==> src/rtl/supervisor_defs.svh <==
// Constants for the reset supervisor and windowed watchdog
//
// Summary of operation
// Drive reset low on sense low or pump unregulated
// Hold reset one timeout after conditions clear
// Release reset as high impedance, never driven high
// Timing pin picks 0.75ms, 0.2s or capacitor
// Filter short glitches on the reset conditions
// Undervoltage lockout holds reset, ignores others, no timeout
// Host spaces kick falling edges inside window
// Early or missing kick starts a reset timeout
// After watchdog timeout, release and restart from zero
// Watchdog cleared while reset asserted, runs once released
// Internal mode watchdog period is 8193 clocks
// Upper bound one watchdog clock before period end
// Capacitor mode period 129 clocks, upper 128
// Capacitor mode lower bound at five clocks
// Internal mode lower bound is period over 32
// Timing pin at bias gives about 1.6s period
// Timing pin grounded disables the watchdog entirely
// Both enables low or lockout pulls power-good low
// Power-good released inside window, pulled low outside
// Comparator results enter as synchronised single bits
// Kick inside the window restarts watchdog from zero
`ifndef SUPERVISOR_DEFS_SVH
`define SUPERVISOR_DEFS_SVH

// ----------------------------------------------------------------
// Clock and filter timing
// ----------------------------------------------------------------
`define REF_CLK_KHZ 125000
`define REF_CLK_PERIOD_NS 8
`define GLITCH_NS 96
`define GLITCH_CYC ((`GLITCH_NS + `REF_CLK_PERIOD_NS - 1) / `REF_CLK_PERIOD_NS)

// ----------------------------------------------------------------
// Reset timeout lengths
// ----------------------------------------------------------------
`define RST_OPEN_US 750
`define RST_PUMP_MS 200
`define RST_CAP_MS 32
`define RST_OPEN_CYC ((`RST_OPEN_US * `REF_CLK_KHZ) / 1000)
`define RST_PUMP_CYC (`RST_PUMP_MS * `REF_CLK_KHZ)
`define RST_CAP_CYC (`RST_CAP_MS * `REF_CLK_KHZ)

// ----------------------------------------------------------------
// Watchdog periods and window, in watchdog clocks
// ----------------------------------------------------------------
`define WD_BIAS_MS 1600
`define WD_CAP_MS 5300
`define WD_INT_PERIOD 8193
`define WD_INT_UPPER (`WD_INT_PERIOD - 1)
`define WD_INT_LOWER (`WD_INT_PERIOD / 32)
`define WD_CAP_PERIOD 129
`define WD_CAP_UPPER (`WD_CAP_PERIOD - 1)
`define WD_CAP_LOWER 5
`define WD_INT_TICK_CYC ((`WD_BIAS_MS * `REF_CLK_KHZ) / `WD_INT_PERIOD)
`define WD_CAP_TICK_CYC ((`WD_CAP_MS * `REF_CLK_KHZ) / `WD_CAP_PERIOD)

// ----------------------------------------------------------------
// Widths
// ----------------------------------------------------------------
`define SYNC_W 12
`define WD_CNT_W 14

`endif

==> src/rtl/supervisor_pkg.sv <==
// Types shared by the supervisor design
package supervisor_pkg;

    typedef enum logic [1:0] {
        ST_UVLO = 2'b00,
        ST_HOLD = 2'b01,
        ST_TIMEOUT = 2'b10,
        ST_RUN = 2'b11
    } sup_state_t;

    typedef enum logic [1:0] {
        RT_OPEN = 2'b00,
        RT_PUMP = 2'b01,
        RT_CAP = 2'b10
    } rt_mode_t;

    typedef enum logic [1:0] {
        WT_GND = 2'b00,
        WT_BIAS = 2'b01,
        WT_CAP = 2'b10
    } wt_mode_t;

    typedef struct packed {
        sup_state_t state;
        logic [31:0] to_cnt;
        logic [31:0] tick_cnt;
        logic [13:0] wd_cnt;
        logic kick_prev;
        logic rst_drive;
        logic pg_low_drive;
        logic pg_high_drive;
        logic wd_trip;
    } sup_reg_t;

endpackage

==> src/rtl/reset_supervisor_windowed_watchdog.sv <==
// Reset supervisor with windowed watchdog and power-good reporting
`timescale 1ns/10ps
`include "supervisor_defs.svh"
module reset_supervisor_windowed_watchdog #(
    parameter logic [31:0] RST_OPEN_CYC = `RST_OPEN_CYC,
    parameter logic [31:0] RST_PUMP_CYC = `RST_PUMP_CYC,
    parameter logic [31:0] RST_CAP_CYC = `RST_CAP_CYC,
    parameter logic [31:0] WD_INT_TICK_CYC = `WD_INT_TICK_CYC,
    parameter logic [31:0] WD_CAP_TICK_CYC = `WD_CAP_TICK_CYC
) (
    // Clock, reset, enable
    input wire logic ref_clk,
    input wire logic rst_b,
    input wire logic ce,
    // Comparator results
    input wire logic reset_sense_in,
    input wire logic pump_regulating,
    input wire logic uvlo_active,
    input wire logic low_rail_in_window,
    input wire logic high_rail_in_window,
    // Rail enables
    input wire logic enable_low_rail,
    input wire logic enable_high_rail,
    // Timing straps
    input wire logic [1:0] reset_timing_pin,
    input wire logic [1:0] wd_timing_pin,
    // Watchdog kick
    input wire logic wd_kick_in,
    // Open-drain system reset
    input wire logic sys_rst_b_pad,
    output logic sys_rst_b_drv,
    output logic sys_rst_b_oe,
    // Open-drain power-good pins
    input wire logic good_low_rail_pad,
    output logic good_low_rail_drv,
    output logic good_low_rail_oe,
    input wire logic good_high_rail_pad,
    output logic good_high_rail_drv,
    output logic good_high_rail_oe,
    // Status
    output logic wd_trip_pulse
);
    // ----------------------------------------------------------------
    // Reset release
    // ----------------------------------------------------------------
    logic [1:0] rst_pipe_ff;
    logic rst_sync_b;

    always_ff @(posedge ref_clk or negedge rst_b) begin
        if (!rst_b) begin
            rst_pipe_ff <= 2'b00;
        end else begin
            rst_pipe_ff <= {rst_pipe_ff[0], 1'b1};
        end
    end

    assign rst_sync_b = rst_pipe_ff[1];

    // ----------------------------------------------------------------
    // Input synchronisation and filtering
    // ----------------------------------------------------------------
    logic [`SYNC_W-1:0] async_bus;
    logic [`SYNC_W-1:0] sync_bus;
    logic sense_s;
    logic pump_s;
    logic uvlo_s;
    logic low_win_s;
    logic high_win_s;
    logic en_low_s;
    logic en_high_s;
    logic kick_s;
    supervisor_pkg::rt_mode_t rt_mode;
    supervisor_pkg::wt_mode_t wt_mode;
    logic fault_raw;
    logic fault_f;

    assign async_bus = {wd_timing_pin, reset_timing_pin, wd_kick_in, enable_high_rail, enable_low_rail,
                        high_rail_in_window, low_rail_in_window, uvlo_active, pump_regulating, reset_sense_in};

    sync_2ff #(
        .WIDTH(`SYNC_W)
    ) u_sync (
        .ref_clk(ref_clk),
        .rst_b(rst_sync_b),
        .ce(ce),
        .async_lvl(async_bus),
        .sync_lvl(sync_bus)
    );

    assign sense_s = sync_bus[0];
    assign pump_s = sync_bus[1];
    assign uvlo_s = sync_bus[2];
    assign low_win_s = sync_bus[3];
    assign high_win_s = sync_bus[4];
    assign en_low_s = sync_bus[5];
    assign en_high_s = sync_bus[6];
    assign kick_s = sync_bus[7];
    assign rt_mode = supervisor_pkg::rt_mode_t'(sync_bus[9:8]);
    assign wt_mode = supervisor_pkg::wt_mode_t'(sync_bus[11:10]);

    // Sense below threshold or pump out of regulation
    assign fault_raw = !sense_s || !pump_s;

    // Starts as a fault so reset is held until the filter has seen good levels
    glitch_filter #(
        .CYCLES(`GLITCH_CYC),
        .RESET_VAL(1'b1)
    ) u_fault_filter (
        .ref_clk(ref_clk),
        .rst_b(rst_sync_b),
        .ce(ce),
        .raw_lvl(fault_raw),
        .clean_lvl(fault_f)
    );

    // ----------------------------------------------------------------
    // Mode decode
    // ----------------------------------------------------------------
    logic [31:0] to_limit;
    logic [31:0] tick_limit;
    logic [`WD_CNT_W-1:0] wd_lower;
    logic [`WD_CNT_W-1:0] wd_upper;
    logic wd_en;

    always_comb begin
        case (rt_mode)
            supervisor_pkg::RT_OPEN: to_limit = RST_OPEN_CYC;
            supervisor_pkg::RT_PUMP: to_limit = RST_PUMP_CYC;
            supervisor_pkg::RT_CAP: to_limit = RST_CAP_CYC;
            default: to_limit = RST_OPEN_CYC;
        endcase
    end

    always_comb begin
        case (wt_mode)
            supervisor_pkg::WT_CAP: begin
                tick_limit = WD_CAP_TICK_CYC;
                wd_lower = `WD_CNT_W'(`WD_CAP_LOWER);
                wd_upper = `WD_CNT_W'(`WD_CAP_UPPER);
                wd_en = 1'b1;
            end
            supervisor_pkg::WT_BIAS: begin
                tick_limit = WD_INT_TICK_CYC;
                wd_lower = `WD_CNT_W'(`WD_INT_LOWER);
                wd_upper = `WD_CNT_W'(`WD_INT_UPPER);
                wd_en = 1'b1;
            end
            default: begin
                // Grounded or unknown strap: no watchdog
                tick_limit = WD_INT_TICK_CYC;
                wd_lower = `WD_CNT_W'(`WD_INT_LOWER);
                wd_upper = `WD_CNT_W'(`WD_INT_UPPER);
                wd_en = 1'b0;
            end
        endcase
    end

    // ----------------------------------------------------------------
    // Supervisor state machine and watchdog
    // ----------------------------------------------------------------
    supervisor_pkg::sup_reg_t cur_ff;
    supervisor_pkg::sup_reg_t nxt_ff;
    logic kick_fall;
    logic kick_early;
    logic kick_good;
    logic wd_late;
    logic wd_tick;
    logic pg_off;

    assign kick_fall = cur_ff.kick_prev && !kick_s;
    assign kick_early = wd_en && kick_fall && (cur_ff.wd_cnt < wd_lower);
    assign kick_good = wd_en && kick_fall && !kick_early;
    assign wd_late = wd_en && (cur_ff.wd_cnt >= wd_upper);
    assign wd_tick = (cur_ff.tick_cnt == tick_limit - 32'd1);
    assign pg_off = (!en_low_s && !en_high_s) || uvlo_s;

    always_comb begin
        nxt_ff = cur_ff;
        if (ce) begin
            nxt_ff.kick_prev = kick_s;
            nxt_ff.wd_trip = 1'b0;
            if (uvlo_s) begin
                // Lockout overrides everything and keeps the timer idle
                nxt_ff.state = supervisor_pkg::ST_UVLO;
                nxt_ff.to_cnt = '0;
            end else if (fault_f) begin
                nxt_ff.state = supervisor_pkg::ST_HOLD;
                nxt_ff.to_cnt = '0;
            end else begin
                case (cur_ff.state)
                    supervisor_pkg::ST_UVLO: begin
                        nxt_ff.state = supervisor_pkg::ST_TIMEOUT;
                        nxt_ff.to_cnt = '0;
                    end
                    supervisor_pkg::ST_HOLD: begin
                        nxt_ff.state = supervisor_pkg::ST_TIMEOUT;
                        nxt_ff.to_cnt = '0;
                    end
                    supervisor_pkg::ST_TIMEOUT: begin
                        if (cur_ff.to_cnt == to_limit - 32'd1) begin
                            nxt_ff.state = supervisor_pkg::ST_RUN;
                            nxt_ff.to_cnt = '0;
                        end else begin
                            nxt_ff.to_cnt = cur_ff.to_cnt + 32'd1;
                        end
                    end
                    supervisor_pkg::ST_RUN: begin
                        if (kick_early || wd_late) begin
                            nxt_ff.state = supervisor_pkg::ST_TIMEOUT;
                            nxt_ff.to_cnt = '0;
                            nxt_ff.wd_trip = 1'b1;
                        end
                    end
                    default: begin
                        nxt_ff.state = supervisor_pkg::ST_HOLD;
                        nxt_ff.to_cnt = '0;
                    end
                endcase
            end

            // Watchdog only counts while reset is released
            if (nxt_ff.state != supervisor_pkg::ST_RUN || cur_ff.state != supervisor_pkg::ST_RUN || !wd_en) begin
                nxt_ff.wd_cnt = '0;
                nxt_ff.tick_cnt = '0;
            end else if (kick_good) begin
                nxt_ff.wd_cnt = '0;
                nxt_ff.tick_cnt = '0;
            end else if (wd_tick) begin
                nxt_ff.tick_cnt = '0;
                nxt_ff.wd_cnt = cur_ff.wd_cnt + `WD_CNT_W'(1);
            end else begin
                nxt_ff.tick_cnt = cur_ff.tick_cnt + 32'd1;
            end

            nxt_ff.rst_drive = (nxt_ff.state != supervisor_pkg::ST_RUN);
            nxt_ff.pg_low_drive = pg_off || !low_win_s;
            nxt_ff.pg_high_drive = pg_off || !high_win_s;
        end
    end

    always_ff @(posedge ref_clk or negedge rst_sync_b) begin
        if (!rst_sync_b) begin
            cur_ff <= '{state: supervisor_pkg::ST_HOLD, to_cnt: '0, tick_cnt: '0, wd_cnt: '0,
                        kick_prev: 1'b0, rst_drive: 1'b1, pg_low_drive: 1'b1, pg_high_drive: 1'b1,
                        wd_trip: 1'b0};
        end else begin
            cur_ff <= nxt_ff;
        end
    end

    // ----------------------------------------------------------------
    // Pins
    // ----------------------------------------------------------------
    // Open drain: only ever pulls low, release is high impedance
    assign sys_rst_b_drv = 1'b0;
    assign sys_rst_b_oe = cur_ff.rst_drive;
    assign good_low_rail_drv = 1'b0;
    assign good_low_rail_oe = cur_ff.pg_low_drive;
    assign good_high_rail_drv = 1'b0;
    assign good_high_rail_oe = cur_ff.pg_high_drive;
    assign wd_trip_pulse = cur_ff.wd_trip;
endmodule // reset_supervisor_windowed_watchdog

==> src/rtl/sync_2ff.sv <==
// Two-flop synchroniser for a bundle of asynchronous levels
`timescale 1ns/10ps
module sync_2ff #(
    parameter int WIDTH = 1
) (
    // Clock and reset
    input wire logic ref_clk,
    input wire logic rst_b,
    input wire logic ce,
    // Levels
    input wire logic [WIDTH-1:0] async_lvl,
    output logic [WIDTH-1:0] sync_lvl
);
    typedef struct packed {
        logic [WIDTH-1:0] s1;
        logic [WIDTH-1:0] s2;
    } sync_reg_t;

    sync_reg_t cur_ff;
    sync_reg_t nxt_ff;

    always_comb begin
        nxt_ff = cur_ff;
        if (ce) begin
            nxt_ff.s1 = async_lvl;
            nxt_ff.s2 = cur_ff.s1;
        end
    end

    always_ff @(posedge ref_clk or negedge rst_b) begin
        if (!rst_b) begin
            cur_ff <= '0;
        end else begin
            cur_ff <= nxt_ff;
        end
    end

    assign sync_lvl = cur_ff.s2;
endmodule // sync_2ff

==> src/rtl/glitch_filter.sv <==
// Level filter: output follows input only after it stands for CYCLES clocks
`timescale 1ns/10ps
module glitch_filter #(
    parameter int CYCLES = 4,
    parameter bit RESET_VAL = 1'b0
) (
    // Clock and reset
    input wire logic ref_clk,
    input wire logic rst_b,
    input wire logic ce,
    // Level
    input wire logic raw_lvl,
    output logic clean_lvl
);
    localparam int CW = $clog2(CYCLES + 1);

    typedef struct packed {
        logic out;
        logic [CW-1:0] cnt;
    } filt_reg_t;

    filt_reg_t cur_ff;
    filt_reg_t nxt_ff;

    always_comb begin
        nxt_ff = cur_ff;
        if (ce) begin
            if (raw_lvl == cur_ff.out) begin
                nxt_ff.cnt = '0;
            end else if (cur_ff.cnt == CW'(CYCLES - 1)) begin
                nxt_ff.out = raw_lvl;
                nxt_ff.cnt = '0;
            end else begin
                nxt_ff.cnt = cur_ff.cnt + CW'(1);
            end
        end
    end

    always_ff @(posedge ref_clk or negedge rst_b) begin
        if (!rst_b) begin
            cur_ff <= '{out: RESET_VAL, cnt: '0};
        end else begin
            cur_ff <= nxt_ff;
        end
    end

    assign clean_lvl = cur_ff.out;
endmodule // glitch_filter

==> config.mk <==
export PLATFORM = sky130hd
export DESIGN_NAME = reset_supervisor_windowed_watchdog
export DESIGN_NICKNAME = d
export VERILOG_FILES = /design/src/rtl/supervisor_pkg.sv /design/src/rtl/reset_supervisor_windowed_watchdog.sv /design/src/rtl/sync_2ff.sv /design/src/rtl/glitch_filter.sv
export VERILOG_INCLUDE_DIRS = /design/src /design/src/rtl
export SDC_FILE = /design/constraint.sdc
export NUM_CORES = 1
export LEC_CHECK = 0
export BUFFER_PORTS_ARGS = -buffer_cell sky130_fd_sc_hd__clkbuf_2
export CELL_PAD_IN_SITES_DETAIL_PLACEMENT = 2
export CELL_PAD_IN_SITES_GLOBAL_PLACEMENT = 2
export CORE_MARGIN = 10
export CORE_UTILIZATION = 33
export CTS_CLUSTER_SIZE = 16
export DETAILED_ROUTE_END_ITERATION = 6
export PLACE_DENSITY = 0.72
export SETUP_SLACK_MARGIN = 0.1
export SYNTH_ARGS = -nofsm -noshare
export SYNTH_HDL_FRONTEND = slang
export SYNTH_SLANG_ARGS = --single-unit
==> constraint.sdc <==
create_clock -name ref_clk -period 3.9 [get_ports ref_clk]
set_input_delay 0.39 -clock ref_clk [delete_from_list [all_inputs] [get_ports ref_clk]]
set_output_delay 0.39 -clock ref_clk [all_outputs]
set_load 0.01 [all_outputs]
== Word-level counts from Yosys, hierarchy flattened ==
Index checks and enable logic that the tools add are counted.
Word-level totals
  register bits: 116
  output and inout port bits: 7
  logic and storage cells: 88
Operators by class
  add/sub/neg operators: 6
  order comparisons: 2
  equality and inequality tests: 14
  multiplexer cells: 22
  bitwise logic cells: 1
  reductions and logical operators: 29
Operators by type and width (number)
  $mux 34: 4
  $pmux 34 s3: 1
  $mux 46: 2
  $add 32x1->32 const B: 2
  $eq 32x32->1: 2
  $mux 32: 2
  $sub 32x1->32 const B: 2
  $pmux 25 s2: 1
  $mux 14: 2
  $mux 23: 1
  $add 14x1->14 const B: 1
  $ge 14x14->1: 1
  $lt 14x14->1: 1
  $logic_not 1->1: 9
  $mux 9: 1
  $eq 2x2->1 const B: 4
  $mux 4: 2
  $logic_or 1x1->1: 7
  $eq 2x1->1 const B: 3
  $logic_and 1x1->1: 6
  $mux 1: 5
  $ne 5x3->1 const B: 1
  $add 4x1->4 const B: 1
  $eq 4x4->1 const B: 1
  other kinds (9): 12

== Longest topological paths before layout ==
  depth in word-level cells: 16
  gate-level depth with buffers: 13
  gate-level depth less buffers: 11

== Modules after synthesis ==
From an unflattened synthesis, not the netlist that was laid out.
Second synthesis, totals
  cells, all modules: 674
  area, all modules: 6686.4 um^2
Modules (own cells, without submodules)
  reset_supervisor_windowed_watchdog: instances 1, cells each 585, area an instance 5318.9 um^2, seq. area each 2182.1 um^2
  sync_2ff: instances 1, cells each 63, area an instance 1087.3 um^2, seq. area each 600.6 um^2
  glitch_filter: instances 1, cells each 26, area an instance 280.3 um^2, seq. area each 126.4 um^2

== Worst setup path after synthesis ==
OpenSTA, ideal clock, no wires.
  path kind: flip-flop to flip-flop
  start: register u_sync.cur_ff (netlist bit u_sync.sync_lvl[10])
  end: register cur_ff[79] (netlist name)
  library setup time: 0.095 ns
  arrival time: 2.741 ns
  slack: 1.063 ns
  stages on the path, launching flop included: 14
  buffers on the path: 2
  cell sequence: dfrtp_1 inv_1 ha_1 inv_1 ha_1 or4_1 nor3_1 o21ai_0 o211ai_2 nand2_1 or2_1 buf_2 buf_2 o31ai_1
Between the ends
  longest elaborated chain between the ends: 8
  elaborated cells on any way between the ends: 14
RTL lines
  from (decl): RTL line sync_2ff.sv:19  | sync_reg_t cur_ff;
  from (signal assigned): RTL line sync_2ff.sv:34  | cur_ff <= nxt_ff;
  branches (longest 5 deep; another with $lt 14x14->1)
  $logic_or 1x1->1 (*): RTL line reset_supervisor_windowed_watchdog.sv:208  | if (kick_early || wd_late) begin
  $ne 5x3->1 (no source line) (*)
  $reduce_and 2->1 (no source line) (*)
  to (signal assigned): RTL line reset_supervisor_windowed_watchdog.sv:243  | cur_ff <= '{state: supervisor_pkg::ST_HOLD, to_cnt: '0, tick_cnt: '0, wd_cnt: '0,
  to (signal assigned): RTL line reset_supervisor_windowed_watchdog.sv:247  | cur_ff <= nxt_ff;
  to (decl): RTL line reset_supervisor_windowed_watchdog.sv:161  | supervisor_pkg::sup_reg_t cur_ff;
Every way passes the cells marked *.
A chain may end at the register's enable or synchronous reset.

== Worst setup path in the final report ==
  start: register u_sync.cur_ff (netlist bit u_sync.sync_lvl[10])
  end: register cur_ff[24] (netlist name)
Between the ends
  longest elaborated chain between the ends: 15
  elaborated cells on any way between the ends: 29
RTL lines
  branches (longest 14 deep; another with $lt 14x14->1)
  $mux 46 (*): RTL line reset_supervisor_windowed_watchdog.sv:222  | if (nxt_ff.state != supervisor_pkg::ST_RUN || cur_ff.state != supervisor_pkg::ST_RUN || !wd_en) begin
Every way passes the cells marked *. The select of a mux whose other input is x is not followed.

==> impl_metrics.json <==
{
  "status": "finished clean",
  "setup_viol": 0,
  "design_area_sq_mm": 0.00724,
  "first_iter_violations": 131,
  "synth_most_common_cell": "dfrtp_1",
  "wirelength_um": 17900,
  "clock_latency_ps": 420,
  "slew_violations": 0,
  "die_area_sq_mm": 0.0247,
  "synth_seq_cells": 116,
  "synth_cells": 656,
  "io_pins": 25,
  "finalPower_w": 0.00320,
  "post_dp_cell_area_sq_mm": 0.00658,
  "synth_area_leader_cell": "dfrtp_1",
  "ys.flop_type": "dfrtp_1",
  "tightest_slew_ps": 1030,
  "timing.hold.ws_ps": 197,
  "dp.cells": 898,
  "fp.dieH_um": 157,
  "syn_to_final_growth_pct": 16.5,
  "drt-met1-wl_um": 8000,
  "synth.yosys.seq_area_share_pct": 46.9,
  "wl_met3_um": 392,
  "slew_headroom_pct": 31.5,
  "drcViolationCount": 0,
  "drive_above_1_share_pct": 15.5,
  "portBuffers": 18,
  "path_class": "reg -> reg",
  "cts_buffers": 17,
  "synth_edf_count": 0,
  "synth_common_cells": "dfrtp_1, nor2_1, nand2_1",
  "top_layer": "met4",
  "num-nets-final": 714,
  "powerDensity_mw_per_mm2": 442,
  "dpl.hpwl_um": 12200,
  "grt_pass1_wl_um": 30500,
  "syn-cell-area_sq_mm": 0.00621,
  "p_leak_nw": 2.95,
  "yosys_warnings": 0,
  "hold_viol_final": 0,
  "critPathLaunchType": "flip-flop",
  "synth_cell_type_count": 64,
  "setup_tns_ps": 0,
  "hold_class": "in -> reg",
  "finalCriticalPeriod_ps": 3360,
  "start_util_pct": 33.4,
  "vdd_drop_max_uv": 293,
  "coreArea_sq_mm": 0.0186,
  "required_ps": 4190,
  "timing.fmax_ghz": 0.298,
  "cp_data_arrival_time_ps": 3640,
  "stdcell_count": 931,
  "numClockSinks": 116,
  "cts_tree": "done",
  "diodes": 0,
  "cts_root_buf": "clkbuf_16",
  "rsz0062_at_grt": "false",
  "num_vias": 5133,
  "cap_violations": 0,
  "syn_avg_cell_area_sq_um": 9.46,
  "finalClockSkew_ps": 12.6,
  "rows": 50,
  "clockBufferDepth": 2,
  "dr.pass1.iters": 4,
  "grt_pass1_vias": 5841,
  "wire_per_inst_um": 19.2,
  "antenna_found_initial": 0,
  "grt_util_all_layers_pct": 15.4,
  "detail-route-antenna-nets": 0,
  "grt_max_degree": 76,
  "critPathCaptureType": "flip-flop",
  "clkTransAtPathRegs_ps": 60,
  "wl_met2_um": 9220,
  "via_per_inst": 5.51,
  "synth_area_leaders": "dfrtp_1, nor2_1, mux2_2, o21ai_0, nand2_1",
  "yosysTopAreaCellShare_pct": 44.7,
  "min_period_over_period_pct": 86.1,
  "ys_async_sr_fraction_pct": 100,
  "place.gp.congestion": 0.815,
  "cp_max_fo": 28,
  "overflow": 0,
  "h-tree-depth": 4,
  "fp.dieW_um": 157
}
-- worst paths after layout --
| path | startpoint | endpoint | slack [ps] | cells after the start |
|---|---|---|---|---|
| worst max-delay path | u_sync.sync_lvl[10] | cur_ff[24] | 540 | 12 |
| worst min-delay path | pump_regulating | u_sync.cur_ff[13] | 200 | 2 |
| worst max register to register | u_sync.sync_lvl[10] | cur_ff[24] | 540 | 12 |
| worst min register to register | rst_pipe_ff[0] | rst_pipe_ff[1] | 350 | 0 |
| max in group asynchronous | rst_pipe_ff[1] | cur_ff[17] | 2460 | 1 |
| min in group asynchronous | rst_b | rst_pipe_ff[1] | 280 | 2 |
-- final cells by class --
| type | instances | area [sq um] |
|---|---|---|
| well taps | 234 | 293 |
| multi-input cells | 486 | 3070 |
| clock buffers | 17 | 425 |
| clock inverters | 15 | 218 |
| fillers | 1989 | 11300 |
| flip-flops and latches | 116 | 2910 |
| inverters | 30 | 113 |
| repair buffers | 33 | 205 |
-- what timing repair did --
action | 4_1_cts | 5_1_grt
endpoints found under the hold margin | 2 | 0
hold buffers | 1 | 0
setup buffers | 0 | 0
resized for setup | 0 | 0
-- per-stage QoR --
step	utilization [%]	worst slack [ps]
after floorplan	-	438
after global placement	35.4	724
after detailed placement	35.4	549
after CTS	38.9	483
after global routing	38.9	300
final	38.9	543
-- sequential cells by signal, indices dropped and copies added, names as in the netlist --
name and count:
wd_trip_pulse 1, u_sync.sync_lvl 12, u_fault_filter.cur_ff 4, cur_ff 81
u_fault_filter.clean_lvl 1, sys_rst_b_oe 1, rst_pipe_ff 2, u_sync.cur_ff 12
good_low_rail_oe 1, good_high_rail_oe 1
-- worst max-delay path, stage by stage, from the launching register on --
cell       delay (ps)
dfrtp_1           370
inv_1             100
ha_1              280
inv_1              70
ha_1              170
or4_1             400
nor3_1            260
o21ai_0           230
o2111ai_1         460
a31o_2            260
o21a_1            170
buf_4             330
nor2_1            110
-- cells by family after synthesis --
kind of cell | share of synthesized area [%]
AO/OA/AOI/OAI | 13.8
XOR/XNOR | 4.80
adder cells (fa/ha/maj) | 2.42
buffers and inverters | 3.83
flip-flops | 46.9
multiplexers | 4.86
other | 0.121
AND/OR/NAND/NOR | 23.3
-- power breakdown --
part | switching [W] | internal [W]
registers | 0.0000440 | 0.00125
clock network | 0.000645 | 0.00109
logic | 0.000101 | 0.0000719
total | 0.000790 | 0.00241
-- placed cells by master (no fill, tap or decap), types with 14 or more instances in the layout --
| master | count |
|---|---|
| dfrtp_1 | 110 |
| xnor2_1 | 20 |
| o31ai_1 | 14 |
| xor2_1 | 14 |
| inv_1 | 29 |
| nor2_1 | 77 |
| clkbuf_16 | 17 |
| a21oi_1 | 19 |
| nand2_1 | 58 |
| nand4_1 | 19 |
| mux2_2 | 25 |
| o21ai_0 | 46 |
| nor3_1 | 16 |
| nand3_1 | 33 |
| buf_4 | 14 |
| clkbuf_2 | 18 |
-- layer usage --
layer / GRT usage (%) / vias to the layer above
met2: 27.2 / 42
met4: 5.52 / 0
met3: 3.11 / 18
met1: 18.2 / 2661
li1: - / 2412
met5: 0 / -
(Power assumes the default switching activity.)
